==> src/logic/ufl_pkg.sv <==
package ufl_pkg;

  localparam int unsigned REF_CLK_HZ = 40_000_000;
  localparam int unsigned FIFO_DEPTH = 64;

  // Register offsets on the 3-bit host address.
  localparam logic [2:0] ADDR_HOLD   = 3'h0;
  localparam logic [2:0] ADDR_DIVHI  = 3'h1;
  localparam logic [2:0] ADDR_FCTRL  = 3'h2;
  localparam logic [2:0] ADDR_LCTRL  = 3'h3;
  localparam logic [2:0] ADDR_LSTAT  = 3'h5;

  // Line control fields.
  localparam int unsigned LC_WLEN_LO = 0;
  localparam int unsigned LC_STOP    = 2;
  localparam int unsigned LC_PAR_EN  = 3;
  localparam int unsigned LC_PAR_EVN = 4;
  localparam int unsigned LC_PAR_FRC = 5;
  localparam int unsigned LC_BREAK   = 6;
  localparam int unsigned LC_DIVEN   = 7;
  localparam logic [7:0]  LC_EFR_KEY = 8'hBF;

  // FIFO control fields.
  localparam int unsigned FC_ENABLE  = 0;
  localparam int unsigned FC_RX_CLR  = 1;
  localparam int unsigned FC_TX_CLR  = 2;
  localparam int unsigned FC_DMA     = 3;
  localparam int unsigned FC_TXT_LO  = 4;
  localparam int unsigned FC_RXT_LO  = 6;
  localparam int unsigned EF_ENH     = 4;

  // Reset values.
  localparam logic [7:0] LCTRL_RST  = 8'h00;
  localparam logic [7:0] EFR_RST    = 8'h00;
  localparam logic [7:0] DIVLO_RST  = 8'h01;
  localparam logic [7:0] DIVHI_RST  = 8'h00;

  // Oversampling: ticks per bit and half-bit.
  localparam logic [5:0] TICKS_BIT  = 6'h10;
  localparam logic [5:0] TICKS_HALF = 6'h08;

  typedef struct packed {
    logic       wr;
    logic       rd;
    logic [2:0] addr;
    logic [7:0] wdata;
  } ufl_bus_req_t;

  typedef struct packed {
    logic       brk;
    logic       frm;
    logic       par;
    logic [7:0] data;
  } ufl_rx_entry_t;

  typedef logic [6:0] ufl_trig_tab_t [4];
  localparam ufl_trig_tab_t TX_TRIG = '{7'h08, 7'h10, 7'h20, 7'h38};
  localparam ufl_trig_tab_t RX_TRIG = '{7'h08, 7'h10, 7'h38, 7'h3C};

endpackage

==> src/logic/ufl_uart_core.sv <==
// Operation
// - Received serial characters go with their error flags into a 64-entry receive FIFO.
// - FIFOs off: receiver keeps one character in entry zero, new overwrites unread.
// - Written bytes queue in a 64-entry transmit FIFO; overflow bytes are lost.
// - FIFO control bit 0 enables the receive FIFO when 1, disables it when 0; the transmit FIFO always queues.
// - FIFO control bits 1 and 2 clear receive and transmit FIFOs; self-clearing.
// - FIFO control bit 3 selects DMA signalling mode 0 or 1.
// - FIFO control bits 5:4 pick transmit trigger 8, 16, 32 or 56 spaces.
// - FIFO control bits 7:6 pick receive trigger 8, 16, 56 or 60 characters.
// - Transmit trigger field changes only while enhanced functions are enabled.
// - Line control bits 1:0 pick 5, 6, 7 or 8 data bits.
// - Line control bit 2 gives 1, or 1.5 (5-bit) / 2 stop bits.
// - Line control bit 3 adds parity on transmit and checks it on receive.
// - Line control bit 4 picks odd (0) or even (1) parity.
// - Line control bit 5 forces parity to the inverse of bit 4.
// - Line control bit 6 holds the serial output low as a break.
// - Line control bit 7 switches access to the divisor latches.
// - Status bit 0 shows receive data present; bit 1 shows overrun.
// - Status bits 4:2 show head break, framing, parity flags; break stores zero.
// - Status bit 5 is holding FIFO empty; bit 6 adds shift register empty.
// - Status bit 7 is set while any stored character carries an error.
// - Only a holding read pops the receive FIFO, never a status read.
// - Divisor latches appear in the register space only while bit 7 is set.
`timescale 1ns/1ps

module ufl_pair_buf #(
  parameter int unsigned W = 8
) (
  input  wire logic         clk,
  input  wire logic         srst,
  input  wire logic         ce,
  input  wire logic         in_valid,
  output logic              in_ready,
  input  wire logic [W-1:0] in_data,
  output logic              out_valid,
  input  wire logic         out_ready,
  output logic [W-1:0]      out_data
);
  logic [W-1:0] slot_q [2];
  logic         rp_q;
  logic         wp_q;
  logic [1:0]   cnt_q;
  logic         push;
  logic         pop;

  assign in_ready  = (cnt_q != 2'h2);
  assign out_valid = (cnt_q != 2'h0);
  assign out_data  = slot_q[rp_q];
  assign push      = in_valid && in_ready;
  assign pop       = out_valid && out_ready;

  always_ff @(posedge clk) begin
    if (ce && push) begin
      slot_q[wp_q] <= in_data;
    end
  end

  always_ff @(posedge clk) begin
    if (srst) begin
      rp_q  <= 1'b0;
      wp_q  <= 1'b0;
      cnt_q <= 2'h0;
    end else if (ce) begin
      wp_q  <= wp_q ^ push;
      rp_q  <= rp_q ^ pop;
      cnt_q <= cnt_q + {1'b0, push} - {1'b0, pop};
    end
  end
endmodule

module ufl_uart_core (
  input  wire logic                 REF_CLK,
  input  wire logic                 SRST,
  input  wire logic                 CE,
  input  wire ufl_pkg::ufl_bus_req_t BUS_REQ,
  output logic [7:0]                DBUS_OUT,
  output logic                      DBUS_OE,
  input  wire logic                 RX_IN,
  output logic                      TX_OUT,
  output logic                      RX_TRIG_HIT,
  output logic                      TX_TRIG_HIT,
  output logic                      DMA_MODE1,
  output logic                      FIFOS_ON
);
  localparam logic [6:0] FULL = 7'(ufl_pkg::FIFO_DEPTH);

  logic [7:0] lctrl_q, efr_q, div_lo_q, div_hi_q;
  logic       fifo_en_q, dma_q;
  logic [1:0] tx_trig_q, rx_trig_q;
  logic       ovr_q;
  logic       divsel, efrsel;
  logic       wr_hold, wr_fcr, rd_hold, rd_lsr;
  logic       rx_clr, tx_clr;

  // Host decode: the divisor latches shadow the data and high registers.
  assign divsel  = lctrl_q[ufl_pkg::LC_DIVEN];
  assign efrsel  = (lctrl_q == ufl_pkg::LC_EFR_KEY);
  assign wr_hold = BUS_REQ.wr && BUS_REQ.addr == ufl_pkg::ADDR_HOLD && !divsel;
  assign rd_hold = BUS_REQ.rd && BUS_REQ.addr == ufl_pkg::ADDR_HOLD && !divsel;
  assign wr_fcr  = BUS_REQ.wr && BUS_REQ.addr == ufl_pkg::ADDR_FCTRL && !efrsel;
  assign rd_lsr  = BUS_REQ.rd && BUS_REQ.addr == ufl_pkg::ADDR_LSTAT;
  // Clear bits act only on the write that carries them, so they read back as zero.
  assign rx_clr  = wr_fcr && BUS_REQ.wdata[ufl_pkg::FC_RX_CLR];
  assign tx_clr  = wr_fcr && BUS_REQ.wdata[ufl_pkg::FC_TX_CLR];

  always_ff @(posedge REF_CLK) begin
    if (SRST) begin
      lctrl_q  <= ufl_pkg::LCTRL_RST;
      efr_q    <= ufl_pkg::EFR_RST;
      div_lo_q <= ufl_pkg::DIVLO_RST;
      div_hi_q <= ufl_pkg::DIVHI_RST;
    end else if (CE && BUS_REQ.wr) begin
      case (BUS_REQ.addr)
        ufl_pkg::ADDR_LCTRL: lctrl_q <= BUS_REQ.wdata;
        ufl_pkg::ADDR_HOLD:  if (divsel) div_lo_q <= BUS_REQ.wdata;
        ufl_pkg::ADDR_DIVHI: if (divsel) div_hi_q <= BUS_REQ.wdata;
        ufl_pkg::ADDR_FCTRL: if (efrsel) efr_q <= BUS_REQ.wdata;
        default: ;
      endcase
    end
  end

  always_ff @(posedge REF_CLK) begin
    if (SRST) begin
      fifo_en_q <= 1'b0;
      dma_q     <= 1'b0;
      tx_trig_q <= 2'h0;
      rx_trig_q <= 2'h0;
    end else if (CE && wr_fcr) begin
      fifo_en_q <= BUS_REQ.wdata[ufl_pkg::FC_ENABLE];
      dma_q     <= BUS_REQ.wdata[ufl_pkg::FC_DMA];
      rx_trig_q <= BUS_REQ.wdata[ufl_pkg::FC_RXT_LO +: 2];
      if (efr_q[ufl_pkg::EF_ENH]) begin
        tx_trig_q <= BUS_REQ.wdata[ufl_pkg::FC_TXT_LO +: 2];
      end
    end
  end

  // Oversampling tick at sixteen per bit; a zero divisor stops both shifters.
  logic [15:0] baud_cnt_q;
  logic        tick;
  assign tick = ({div_hi_q, div_lo_q} != 16'h0000) && (baud_cnt_q == {div_hi_q, div_lo_q} - 16'h0001);

  always_ff @(posedge REF_CLK) begin
    if (SRST) begin
      baud_cnt_q <= 16'h0000;
    end else if (CE) begin
      baud_cnt_q <= tick ? 16'h0000 : baud_cnt_q + 16'h0001;
    end
  end

  // Character format shared by both directions; the stop length is used by transmit only.
  logic [3:0] nbits;
  logic [5:0] stop_ticks;
  assign nbits      = 4'h5 + {2'h0, lctrl_q[ufl_pkg::LC_WLEN_LO +: 2]};
  assign stop_ticks = !lctrl_q[ufl_pkg::LC_STOP] ? ufl_pkg::TICKS_BIT :
                      (nbits == 4'h5) ? ufl_pkg::TICKS_BIT + ufl_pkg::TICKS_HALF :
                      ufl_pkg::TICKS_BIT + ufl_pkg::TICKS_BIT;

  function automatic logic par_of(input logic [7:0] d, input logic [7:0] lc);
    if (lc[ufl_pkg::LC_PAR_FRC]) begin
      par_of = !lc[ufl_pkg::LC_PAR_EVN];
    end else begin
      par_of = lc[ufl_pkg::LC_PAR_EVN] ? ^d : ~^d;
    end
  endfunction

  // ---------------- Transmit path ----------------
  logic [7:0] tx_mem [ufl_pkg::FIFO_DEPTH];
  logic [5:0] tx_wp_q, tx_rp_q;
  logic [6:0] tx_cnt_q;
  logic       tx_push, tx_pop, buf_in_ready, buf_valid, buf_take;
  logic [7:0] buf_data;

  assign tx_push = CE && wr_hold && (tx_cnt_q != FULL);
  assign tx_pop  = (tx_cnt_q != 7'h00) && buf_in_ready;

  always_ff @(posedge REF_CLK) begin
    if (tx_push) begin
      tx_mem[tx_wp_q] <= BUS_REQ.wdata;
    end
  end

  always_ff @(posedge REF_CLK) begin
    if (SRST) begin
      tx_wp_q  <= 6'h00;
      tx_rp_q  <= 6'h00;
      tx_cnt_q <= 7'h00;
    end else if (CE) begin
      if (tx_clr) begin
        tx_wp_q  <= 6'h00;
        tx_rp_q  <= 6'h00;
        tx_cnt_q <= 7'h00;
      end else begin
        tx_wp_q  <= tx_wp_q + {5'h00, tx_push};
        tx_rp_q  <= tx_rp_q + {5'h00, tx_pop};
        tx_cnt_q <= tx_cnt_q + {6'h00, tx_push} - {6'h00, tx_pop};
      end
    end
  end

  // Two-entry stage lets the shifter stall without losing the popped byte.
  ufl_pair_buf #(.W(8)) u_txbuf (
    .clk       (REF_CLK),
    .srst      (SRST || tx_clr),
    .ce        (CE),
    .in_valid  (tx_cnt_q != 7'h00),
    .in_ready  (buf_in_ready),
    .in_data   (tx_mem[tx_rp_q]),
    .out_valid (buf_valid),
    .out_ready (buf_take),
    .out_data  (buf_data)
  );

  typedef enum logic [2:0] {TX_IDLE, TX_START, TX_DATA, TX_PAR, TX_STOP} ufl_tx_st_t;
  ufl_tx_st_t tx_st_q;
  logic [7:0] tx_sh_q;
  logic [3:0] tx_bit_q;
  logic [5:0] tx_tq_q;
  logic       tx_par_q, tx_line, tx_out_q, tx_end;

  assign buf_take = (tx_st_q == TX_IDLE) && CE;
  assign tx_end   = tick && (tx_tq_q == ((tx_st_q == TX_STOP) ? stop_ticks : ufl_pkg::TICKS_BIT) - 6'h01);

  always_ff @(posedge REF_CLK) begin
    if (SRST) begin
      tx_st_q  <= TX_IDLE;
      tx_sh_q  <= 8'h00;
      tx_bit_q <= 4'h0;
      tx_tq_q  <= 6'h00;
      tx_par_q <= 1'b0;
    end else if (CE) begin
      if (tick) begin
        tx_tq_q <= tx_end ? 6'h00 : tx_tq_q + 6'h01;
      end
      case (tx_st_q)
        TX_IDLE: begin
          tx_tq_q <= 6'h00;
          if (buf_valid) begin
            tx_sh_q  <= buf_data;
            tx_par_q <= par_of(buf_data & ~(8'hFF << nbits), lctrl_q);
            tx_bit_q <= 4'h0;
            tx_st_q  <= TX_START;
          end
        end
        TX_START: if (tx_end) tx_st_q <= TX_DATA;
        TX_DATA: if (tx_end) begin
          tx_sh_q  <= {1'b0, tx_sh_q[7:1]};
          tx_bit_q <= tx_bit_q + 4'h1;
          if (tx_bit_q == nbits - 4'h1) begin
            tx_st_q <= lctrl_q[ufl_pkg::LC_PAR_EN] ? TX_PAR : TX_STOP;
          end
        end
        TX_PAR: if (tx_end) tx_st_q <= TX_STOP;
        TX_STOP: if (tx_end) tx_st_q <= TX_IDLE;
        default: tx_st_q <= TX_IDLE;
      endcase
    end
  end

  always_comb begin
    case (tx_st_q)
      TX_START: tx_line = 1'b0;
      TX_DATA:  tx_line = tx_sh_q[0];
      TX_PAR:   tx_line = tx_par_q;
      default:  tx_line = 1'b1;
    endcase
  end

  always_ff @(posedge REF_CLK) begin
    if (SRST) begin
      tx_out_q <= 1'b1;
    end else if (CE) begin
      tx_out_q <= lctrl_q[ufl_pkg::LC_BREAK] ? 1'b0 : tx_line;
    end
  end
  assign TX_OUT = tx_out_q;

  // ---------------- Receive path ----------------
  logic rx_s1_q, rx_s2_q, rx_s3_q, rx_lvl_q;
  always_ff @(posedge REF_CLK) begin
    if (SRST) begin
      rx_s1_q  <= 1'b1;
      rx_s2_q  <= 1'b1;
      rx_s3_q  <= 1'b1;
      rx_lvl_q <= 1'b1;
    end else if (CE) begin
      rx_s1_q <= RX_IN;
      rx_s2_q <= rx_s1_q;
      rx_s3_q <= rx_s2_q;
      if (rx_s2_q == rx_s3_q) begin
        rx_lvl_q <= rx_s3_q;
      end
    end
  end

  typedef enum logic [2:0] {RX_IDLE, RX_START, RX_DATA, RX_PAR, RX_STOP, RX_HOLD} ufl_rx_st_t;
  ufl_rx_st_t            rx_st_q;
  logic [7:0]            rx_sh_q;
  logic [3:0]            rx_bit_q;
  logic [5:0]            rx_tq_q;
  logic                  rx_pbit_q, rx_done_q;
  ufl_pkg::ufl_rx_entry_t rx_ent_q;
  logic [7:0]            rx_data;
  logic                  rx_mid, rx_bend;

  assign rx_data = rx_sh_q >> (4'h8 - nbits);
  assign rx_mid  = tick && (rx_tq_q == ufl_pkg::TICKS_HALF - 6'h01);
  assign rx_bend = tick && (rx_tq_q == ufl_pkg::TICKS_BIT - 6'h01);

  always_ff @(posedge REF_CLK) begin
    if (SRST) begin
      rx_st_q   <= RX_IDLE;
      rx_sh_q   <= 8'h00;
      rx_bit_q  <= 4'h0;
      rx_tq_q   <= 6'h00;
      rx_pbit_q <= 1'b0;
      rx_done_q <= 1'b0;
      rx_ent_q  <= '0;
    end else if (CE) begin
      rx_done_q <= 1'b0;
      if (tick) begin
        rx_tq_q <= (rx_bend || (rx_st_q == RX_START && rx_mid)) ? 6'h00 : rx_tq_q + 6'h01;
      end
      case (rx_st_q)
        RX_IDLE: begin
          rx_tq_q  <= 6'h00;
          rx_bit_q <= 4'h0;
          if (!rx_lvl_q) rx_st_q <= RX_START;
        end
        // A start bit that is gone by mid-bit is a glitch and is dropped.
        RX_START: if (rx_mid) rx_st_q <= rx_lvl_q ? RX_IDLE : RX_DATA;
        RX_DATA: if (rx_bend) begin
          rx_sh_q  <= {rx_lvl_q, rx_sh_q[7:1]};
          rx_bit_q <= rx_bit_q + 4'h1;
          if (rx_bit_q == nbits - 4'h1) begin
            rx_st_q <= lctrl_q[ufl_pkg::LC_PAR_EN] ? RX_PAR : RX_STOP;
          end
        end
        RX_PAR: if (rx_bend) begin
          rx_pbit_q <= rx_lvl_q;
          rx_st_q   <= RX_STOP;
        end
        RX_STOP: if (rx_bend) begin
          rx_done_q <= 1'b1;
          if (rx_data == 8'h00 && !rx_lvl_q && !(lctrl_q[ufl_pkg::LC_PAR_EN] && rx_pbit_q)) begin
            rx_ent_q <= '{brk: 1'b1, frm: 1'b0, par: 1'b0, data: 8'h00};
            rx_st_q  <= RX_HOLD;
          end else begin
            rx_ent_q.brk  <= 1'b0;
            rx_ent_q.frm  <= !rx_lvl_q;
            rx_ent_q.par  <= lctrl_q[ufl_pkg::LC_PAR_EN] && (rx_pbit_q != par_of(rx_data, lctrl_q));
            rx_ent_q.data <= rx_data;
            rx_st_q       <= RX_IDLE;
          end
        end
        // After a break the line must return high before a new start counts.
        RX_HOLD: if (rx_lvl_q) rx_st_q <= RX_IDLE;
        default: rx_st_q <= RX_IDLE;
      endcase
    end
  end

  ufl_pkg::ufl_rx_entry_t rx_mem [ufl_pkg::FIFO_DEPTH];
  logic [5:0]            rx_wp_q, rx_rp_q;
  logic [6:0]            rx_cnt_q, rx_err_q;
  logic                  rx_push, rx_pop, ent_err, head_err;
  ufl_pkg::ufl_rx_entry_t head;

  assign head     = rx_mem[fifo_en_q ? rx_rp_q : 6'h00];
  assign ent_err  = rx_ent_q.brk || rx_ent_q.frm || rx_ent_q.par;
  assign head_err = head.brk || head.frm || head.par;
  assign rx_push  = rx_done_q && (!fifo_en_q || rx_cnt_q != FULL);
  assign rx_pop   = rd_hold && (rx_cnt_q != 7'h00);

  always_ff @(posedge REF_CLK) begin
    if (CE && rx_push && !rx_clr) begin
      rx_mem[fifo_en_q ? rx_wp_q : 6'h00] <= rx_ent_q;
    end
  end

  always_ff @(posedge REF_CLK) begin
    if (SRST) begin
      rx_wp_q  <= 6'h00;
      rx_rp_q  <= 6'h00;
      rx_cnt_q <= 7'h00;
      rx_err_q <= 7'h00;
    end else if (CE) begin
      if (rx_clr) begin
        rx_wp_q  <= 6'h00;
        rx_rp_q  <= 6'h00;
        rx_cnt_q <= 7'h00;
        rx_err_q <= 7'h00;
      end else if (!fifo_en_q) begin
        rx_wp_q <= 6'h00;
        rx_rp_q <= 6'h00;
        if (rx_push) begin
          rx_cnt_q <= 7'h01;
          rx_err_q <= {6'h00, ent_err};
        end else if (rx_pop) begin
          rx_cnt_q <= 7'h00;
          rx_err_q <= 7'h00;
        end
      end else begin
        rx_wp_q  <= rx_wp_q + {5'h00, rx_push};
        rx_rp_q  <= rx_rp_q + {5'h00, rx_pop};
        rx_cnt_q <= rx_cnt_q + {6'h00, rx_push} - {6'h00, rx_pop};
        rx_err_q <= rx_err_q + {6'h00, rx_push && ent_err} - {6'h00, rx_pop && head_err};
      end
    end
  end

  // Overrun: a lost character outranks the clear by a status read in the same cycle.
  always_ff @(posedge REF_CLK) begin
    if (SRST) begin
      ovr_q <= 1'b0;
    end else if (CE) begin
      if (rx_done_q && (fifo_en_q ? rx_cnt_q == FULL : (rx_cnt_q != 7'h00 && !rx_pop))) begin
        ovr_q <= 1'b1;
      end else if (rd_lsr) begin
        ovr_q <= 1'b0;
      end
    end
  end

  // ---------------- Read data ----------------
  logic [7:0] line_status, rdata;
  logic       tx_hold_empty;
  assign tx_hold_empty = (tx_cnt_q == 7'h00) && !buf_valid;
  assign line_status = {rx_err_q != 7'h00,
                tx_hold_empty && tx_st_q == TX_IDLE, tx_hold_empty,
                (rx_cnt_q != 7'h00) ? {head.brk, head.frm, head.par} : 3'h0,
                ovr_q, rx_cnt_q != 7'h00};

  always_comb begin
    case (BUS_REQ.addr)
      ufl_pkg::ADDR_HOLD:  rdata = divsel ? div_lo_q : (rx_cnt_q != 7'h00 ? head.data : 8'h00);
      ufl_pkg::ADDR_DIVHI: rdata = divsel ? div_hi_q : 8'h00;
      ufl_pkg::ADDR_FCTRL: rdata = efrsel ? efr_q : {fifo_en_q, fifo_en_q, 5'h00, 1'b1};
      ufl_pkg::ADDR_LCTRL: rdata = lctrl_q;
      ufl_pkg::ADDR_LSTAT: rdata = line_status;
      default:             rdata = 8'h00;
    endcase
  end

  always_ff @(posedge REF_CLK) begin
    if (SRST) begin
      DBUS_OUT <= 8'h00;
      DBUS_OE  <= 1'b0;
    end else if (CE) begin
      DBUS_OE <= BUS_REQ.rd;
      if (BUS_REQ.rd) DBUS_OUT <= rdata;
    end
  end

  assign RX_TRIG_HIT = rx_cnt_q >= ufl_pkg::RX_TRIG[rx_trig_q];
  assign TX_TRIG_HIT = (FULL - tx_cnt_q) >= ufl_pkg::TX_TRIG[tx_trig_q];
  assign DMA_MODE1   = dma_q;
  assign FIFOS_ON    = fifo_en_q;

  // ---------------- Checks ----------------
  property p_rx_full;
    @(posedge REF_CLK) disable iff (SRST)
    CE && rx_done_q && fifo_en_q && rx_cnt_q == FULL && !rx_clr |=> ovr_q && rx_cnt_q == $past(rx_cnt_q) - {6'h00, $past(rx_pop)};
  endproperty
  a_rx_full: assert property (p_rx_full) else $error("full FIFO took a character");

  property p_rx_push;
    @(posedge REF_CLK) disable iff (SRST)
    CE && rx_done_q && fifo_en_q && rx_cnt_q < FULL && !rx_pop && !rx_clr |=> rx_cnt_q == $past(rx_cnt_q) + 7'h01;
  endproperty
  a_rx_push: assert property (p_rx_push) else $error("receive count did not grow");

  property p_single;
    @(posedge REF_CLK) disable iff (SRST)
    CE && !fifo_en_q && rx_done_q && !rx_clr |=> rx_cnt_q == 7'h01 ##1 (rx_cnt_q <= 7'h01);
  endproperty
  a_single: assert property (p_single) else $error("non-FIFO mode held more than one");

  property p_tx_lost;
    @(posedge REF_CLK) disable iff (SRST)
    CE && wr_hold && tx_cnt_q == FULL && !tx_pop && !tx_clr |=> tx_cnt_q == FULL;
  endproperty
  a_tx_lost: assert property (p_tx_lost) else $error("overflow byte changed count");

  property p_clear;
    @(posedge REF_CLK) disable iff (SRST)
    CE && rx_clr && tx_clr |=> rx_cnt_q == 7'h00 && tx_cnt_q == 7'h00 && DBUS_OE == $past(BUS_REQ.rd);
  endproperty
  a_clear: assert property (p_clear) else $error("FIFO clear failed");

  property p_trig_lock;
    @(posedge REF_CLK) disable iff (SRST)
    CE && wr_fcr && !efr_q[ufl_pkg::EF_ENH] |=> $stable(tx_trig_q) && FIFOS_ON == $past(BUS_REQ.wdata[0]);
  endproperty
  a_trig_lock: assert property (p_trig_lock) else $error("trigger field changed while locked");

  property p_break;
    @(posedge REF_CLK) disable iff (SRST)
    CE && lctrl_q[ufl_pkg::LC_BREAK] ##1 CE |-> !TX_OUT;
  endproperty
  a_break: assert property (p_break) else $error("break did not hold line low");

  property p_lsr_nopop;
    @(posedge REF_CLK) disable iff (SRST)
    CE && rd_lsr && !rx_done_q && !rx_clr |=> $stable(rx_cnt_q) && DBUS_OUT[0] == ($past(rx_cnt_q) != 7'h00);
  endproperty
  a_lsr_nopop: assert property (p_lsr_nopop) else $error("status read moved the FIFO");

  property p_div_map;
    @(posedge REF_CLK) disable iff (SRST)
    CE && BUS_REQ.wr && BUS_REQ.addr == ufl_pkg::ADDR_HOLD && divsel && !tx_pop |=> $stable(tx_cnt_q);
  endproperty
  a_div_map: assert property (p_div_map) else $error("divisor write reached transmit FIFO");

  c_overrun: cover property (@(posedge REF_CLK) disable iff (SRST) CE && rx_done_q && rx_cnt_q == FULL);
  c_break:   cover property (@(posedge REF_CLK) disable iff (SRST) rx_done_q && rx_ent_q.brk);
  c_tx_done: cover property (@(posedge REF_CLK) disable iff (SRST) tx_st_q == TX_STOP ##1 tx_st_q == TX_IDLE);
endmodule

==> config.mk <==
export PLATFORM = sky130hd
export DESIGN_NAME = ufl_uart_core
export DESIGN_NICKNAME = d
export VERILOG_FILES = /design/src/logic/ufl_pkg.sv /design/src/logic/ufl_uart_core.sv
export SDC_FILE = /design/constraint.sdc
export NUM_CORES = 2
export LEC_CHECK = 0
export ABC_AREA = 1
export ABC_CLOCK_PERIOD_IN_PS = 5500
export BUFFER_PORTS_ARGS = -buffer_cell sky130_fd_sc_hd__buf_2
export CAP_MARGIN = 20
export CORE_UTILIZATION = 35
export CTS_BUF_LIST = sky130_fd_sc_hd__clkbuf_2 sky130_fd_sc_hd__clkbuf_4 sky130_fd_sc_hd__clkbuf_8
export CTS_CLUSTER_DIAMETER = 120
export DETAILED_ROUTE_END_ITERATION = 10
export GPL_ROUTABILITY_DRIVEN = 0
export PLACE_DENSITY = 0.47
export SKIP_CTS_REPAIR_TIMING = 1
export SLEW_MARGIN = 20
export SYNTH_ARGS = -nofsm -noshare
export SYNTH_HDL_FRONTEND = slang
export SYNTH_HIERARCHICAL = 1
export SYNTH_SLANG_ARGS = --single-unit
==> constraint.sdc <==
create_clock -name REF_CLK -period 5.5 [get_ports REF_CLK]
set_input_delay 0.825 -clock REF_CLK [delete_from_list [all_inputs] [get_ports REF_CLK]]
set_output_delay 0.825 -clock REF_CLK [all_outputs]
set_load 0.01 [all_outputs]
==> run_results.csv <==
group,metric,value,unit
floorplan,coreArea,0.169,mm^2
worst_setup_path,r2r_end,"rx_err_q[6]",
clock_tree,cts_root_buf,"clkbuf_8",
drt,ant_nets,0,
drt,vias,41707,
global_routing,antenna_found_initial,6,
final_layout,drive_gt1_frac,0.129,
pwr,p_leak,0.0246,uW
clock_tree,cts.path.max_buffers,3,
floorplan,start_util,0.352,
worst_setup_path,worstPathArrival,5.58,ns
drt,vias_per_cell,5.18,
logic_synthesis,synth-main-ff-cell,"edfxtp_1",
clock_tree,cts_buffers,237,
worst_setup_path,path_class,"reg2reg",
sta,finalCriticalPeriod,4.74,ns
sta,final-hold-violation-count,0,
final_layout,area_growth,14.5,%
floorplan,die_y,415,um
logic_synthesis,synth_edf_count,1232,
final_layout,final_area,0.0684,mm^2
clock_tree,cts_tree,"built",
worst_setup_path,worstPathMaxFanout,57,
logic_synthesis,synthCells,5432,
worst_setup_path,crit_path_start,"FIFOS_ON",
floorplan,die_area,0.172,mm^2
sta,timing.final.crit_share,0.862,
pwr,irDropWorstVdd,0.000252,V
global_routing,grt_use_total,0.204,
worst_setup_path,r2r_start,"FIFOS_ON",
placed_design,placed_cell_area,0.0634,mm^2
drt,wl_per_cell,21.9,um
sta,setup_tns,0,ns
clock_tree,clkSinkCount,1413,
global_routing,grt_overflow,0,
logic_synthesis,async_reset_ff_frac,0,
global_routing,first_global_vias,41392,
min_path,hp-class,"in2reg",
logic_synthesis,syn-num-nets,5513,
clock_tree,clkTransAtPathRegs,0.06,ns
worst_setup_path,crit_path_end,"rx_err_q[6]",
sta,rsz0062_at_grt,"false",
run_status,outcome,"complete, no violations",
floorplan,num_io_pins,31,
placed_design,hpwl,106000,um
drt,drtIter0Drc,3850,
worst_setup_path,crit_path_start_kind,"register",
global_routing,grt_max_degree,135,
logic_synthesis,yosys_warnings,6,
floorplan,die_x,415,um
sta,slew_violations,0,
min_path,hp-start,"RX_IN",
pwr,power.total,25100,uW
logic_synthesis,synth_area,0.0597,mm^2
pwr,power_density,367,mW/mm^2
drt,dr.pass1.iters,6,
worst_setup_path,critPathCaptureType,"register",
clock_tree,htreeDepth,4,
global_routing,grtUsageMet1,0.288,
sta,worstMarginPinSlew,1.03,ns
sta,setup-violations-final,0,
run,maxCapViolations,0,
logic_synthesis,ys_ff_latch,1413,
sta,max_freq,211,MHz
global_routing,busiest_layer,"met2",
sta,skew,0.0610,ns
min_path,hold_path_depth,3,
floorplan,fp-row-count,151,
placed_design,portBuffers,30,
logic_synthesis,synth_seq_area_share,0.680,
worst_setup_path,rr_worst_depth,22,
global_routing,grt_pass1_wl,266000,um
final_layout,fin_nets,5711,
drt,drc,0,
worst_setup_path,crit_required,6.34,ns
sta,maxSlewHeadroom,0.310,
global_routing,met3_usage,0.0303,
worst_setup_path,reg2reg_setup_slack,0.76,ns
global_routing,met2_usage,0.321,
drt,wirelength,177000,um
clock_tree,clock_latency,0.99,ns
logic_synthesis,ys_types,59,
logic_synthesis,syn_avg_cell_area,11.0,um^2
-- critical path, stage by stage, from the launching register on --
cell and delay, ns:
dfxtp_1 0.65, nand2_8 0.23, inv_8 0.35, buf_4 0.33
nor2_1 0.06, o211ai_1 0.17, nand3_1 0.10, nand3_1 0.08
nand3_1 0.28, a31oi_1 0.45, ha_1 0.31, inv_1 0.06
ha_1 0.15, inv_1 0.06, fa_1 0.43, nor2_1 0.14
a211oi_1 0.07, nor2_1 0.13, nor2_1 0.05, nor2_1 0.11
o21ai_0 0.09, a22oi_1 0.17, nor2_1 0.06
-- final cells by class --
type / count / area [um^2]
Fill cell: 16386 / 101000
Inverter: 265 / 1010
Timing Repair Buffer: 253 / 1990
Antenna cell: 5 / 12.5
Multi-Input combinational cell: 3460 / 16900
Tap cell: 2218 / 2780
Sequential cell: 1413 / 40600
Clock inverter: 87 / 702
Clock buffer: 355 / 4290
-- logic make-up (layout without fill, tap and decap cells) --
group / Yosys count / after routing / synth area share
other cells: 0 / 5 / 0
xor+xnor: 51 / 51 / 0.00748
compound gates: 904 / 904 / 0.0849
flops: 1413 / 1413 / 0.680
mux: 9 / 9 / 0.00168
simple gates: 2432 / 2432 / 0.175
buf+inv: 559 / 960 / 0.0368
fa+ha+maj: 64 / 64 / 0.0138
-- flip-flops by register name (all words and copies together), names as in the netlist, 7 cells and up, named ones only --
register and cells:
tx_cnt_q 7, u_txbuf/slot_q 16, div_lo_q 8, baud_cnt_q 16, tx_mem 512, rx_cnt_q 7
div_hi_q 8, DBUS_OUT 8, tx_sh_q 8, rx_mem 704, rx_sh_q 8, rx_ent_q 11
lctrl_q 8, efr_q 8, rx_err_q 7
-- routing by layer --
layer / wire (um) / part of all wire / vias to the layer above
li1: - / - / 19711
met1: 82300 / 0.47 / 20607
met2: 80800 / 0.46 / 1095
met3: 8790 / 0.050 / 294
met4: 4910 / 0.028 / 0
met5: 0 / 0 / -
-- power by group --
part | internal, uW | switching [uW]
Combinational | 1020 | 2410
Clock | 5350 | 4450
Sequential | 11700 | 134
-- Yosys cell counts, drive strengths merged (6+ instances only) --
library cell | n | area [um^2]
nand3b | 10 | 87.6
or2 | 32 | 200
a31oi | 9 | 56.3
xor2 | 36 | 315
xnor2 | 15 | 131
mux2 | 8 | 90.1
clkbuf | 224 | 841
inv | 259 | 972
o211ai | 68 | 510
dfxtp | 181 | 3620
o21ai | 478 | 2400
clkinv | 6 | 23.8
nand3 | 689 | 3480
ha | 61 | 763
nor3 | 26 | 135
o221ai | 20 | 175
o22ai | 141 | 882
edfxtp | 1232 | 37000
nor2 | 722 | 2800
a211oi | 13 | 97.6
nand2 | 916 | 3510
nand4 | 25 | 156
buf | 70 | 360
a21oi | 151 | 763
-- per-stage QoR --
stage | util | worst slack, ns | hold WS [ns] | std cells
4_1_cts | 0.403 | 0.797 | -0.0172 | 8051
3_5_place_dp | 0.374 | 0.804 | 0.445 | 7609
3_3_place_gp | 0.374 | 0.801 | 0.441 | 7609
6_report | 0.403 | 0.756 | 0.0813 | 8056
2_1_floorplan | - | 1.97 | 0.429 | 5432
5_1_grt | 0.403 | 0.457 | 0.0431 | 8054
-- how the worst min path moves through the flow --
| stage | end | slack (ns) |
|---|---|---|
| after CTS | rx_s1_q | -0.02 |
| after detailed placement | efr_q[6] | 0.44 |
| after floorplan | rx_s1_q | 0.43 |
| final | rx_s1_q | 0.08 |
| after global routing | rx_s1_q | 0.04 |
| after global placement | rx_s1_q | 0.44 |
-- cell usage in the layout, fill, tap and decap left out, drive strengths merged, types with 2 or more instances in the layout --
cell / instances
ha: 61
xor2: 36
a211oi: 13
and2: 4
a2111oi: 2
nor3: 26
xnor2: 15
diode: 5
nand2: 916
clkbuf: 355
o31ai: 3
nor3b: 5
o32ai: 4
nand4: 25
edfxtp: 1232
or2: 32
nor2: 722
a31oi: 9
nand3b: 10
o221ai: 20
nor4: 2
a21oi: 151
clkinv: 77
o22ai: 141
o211ai: 68
o21ai: 478
bufinv: 7
a22oi: 4
fa: 3
inv: 267
mux2: 8
dfxtp: 181
o21a: 5
o21bai: 3
nand3: 689
buf: 253
No activity file was read; power rests on OpenSTA's default activity.
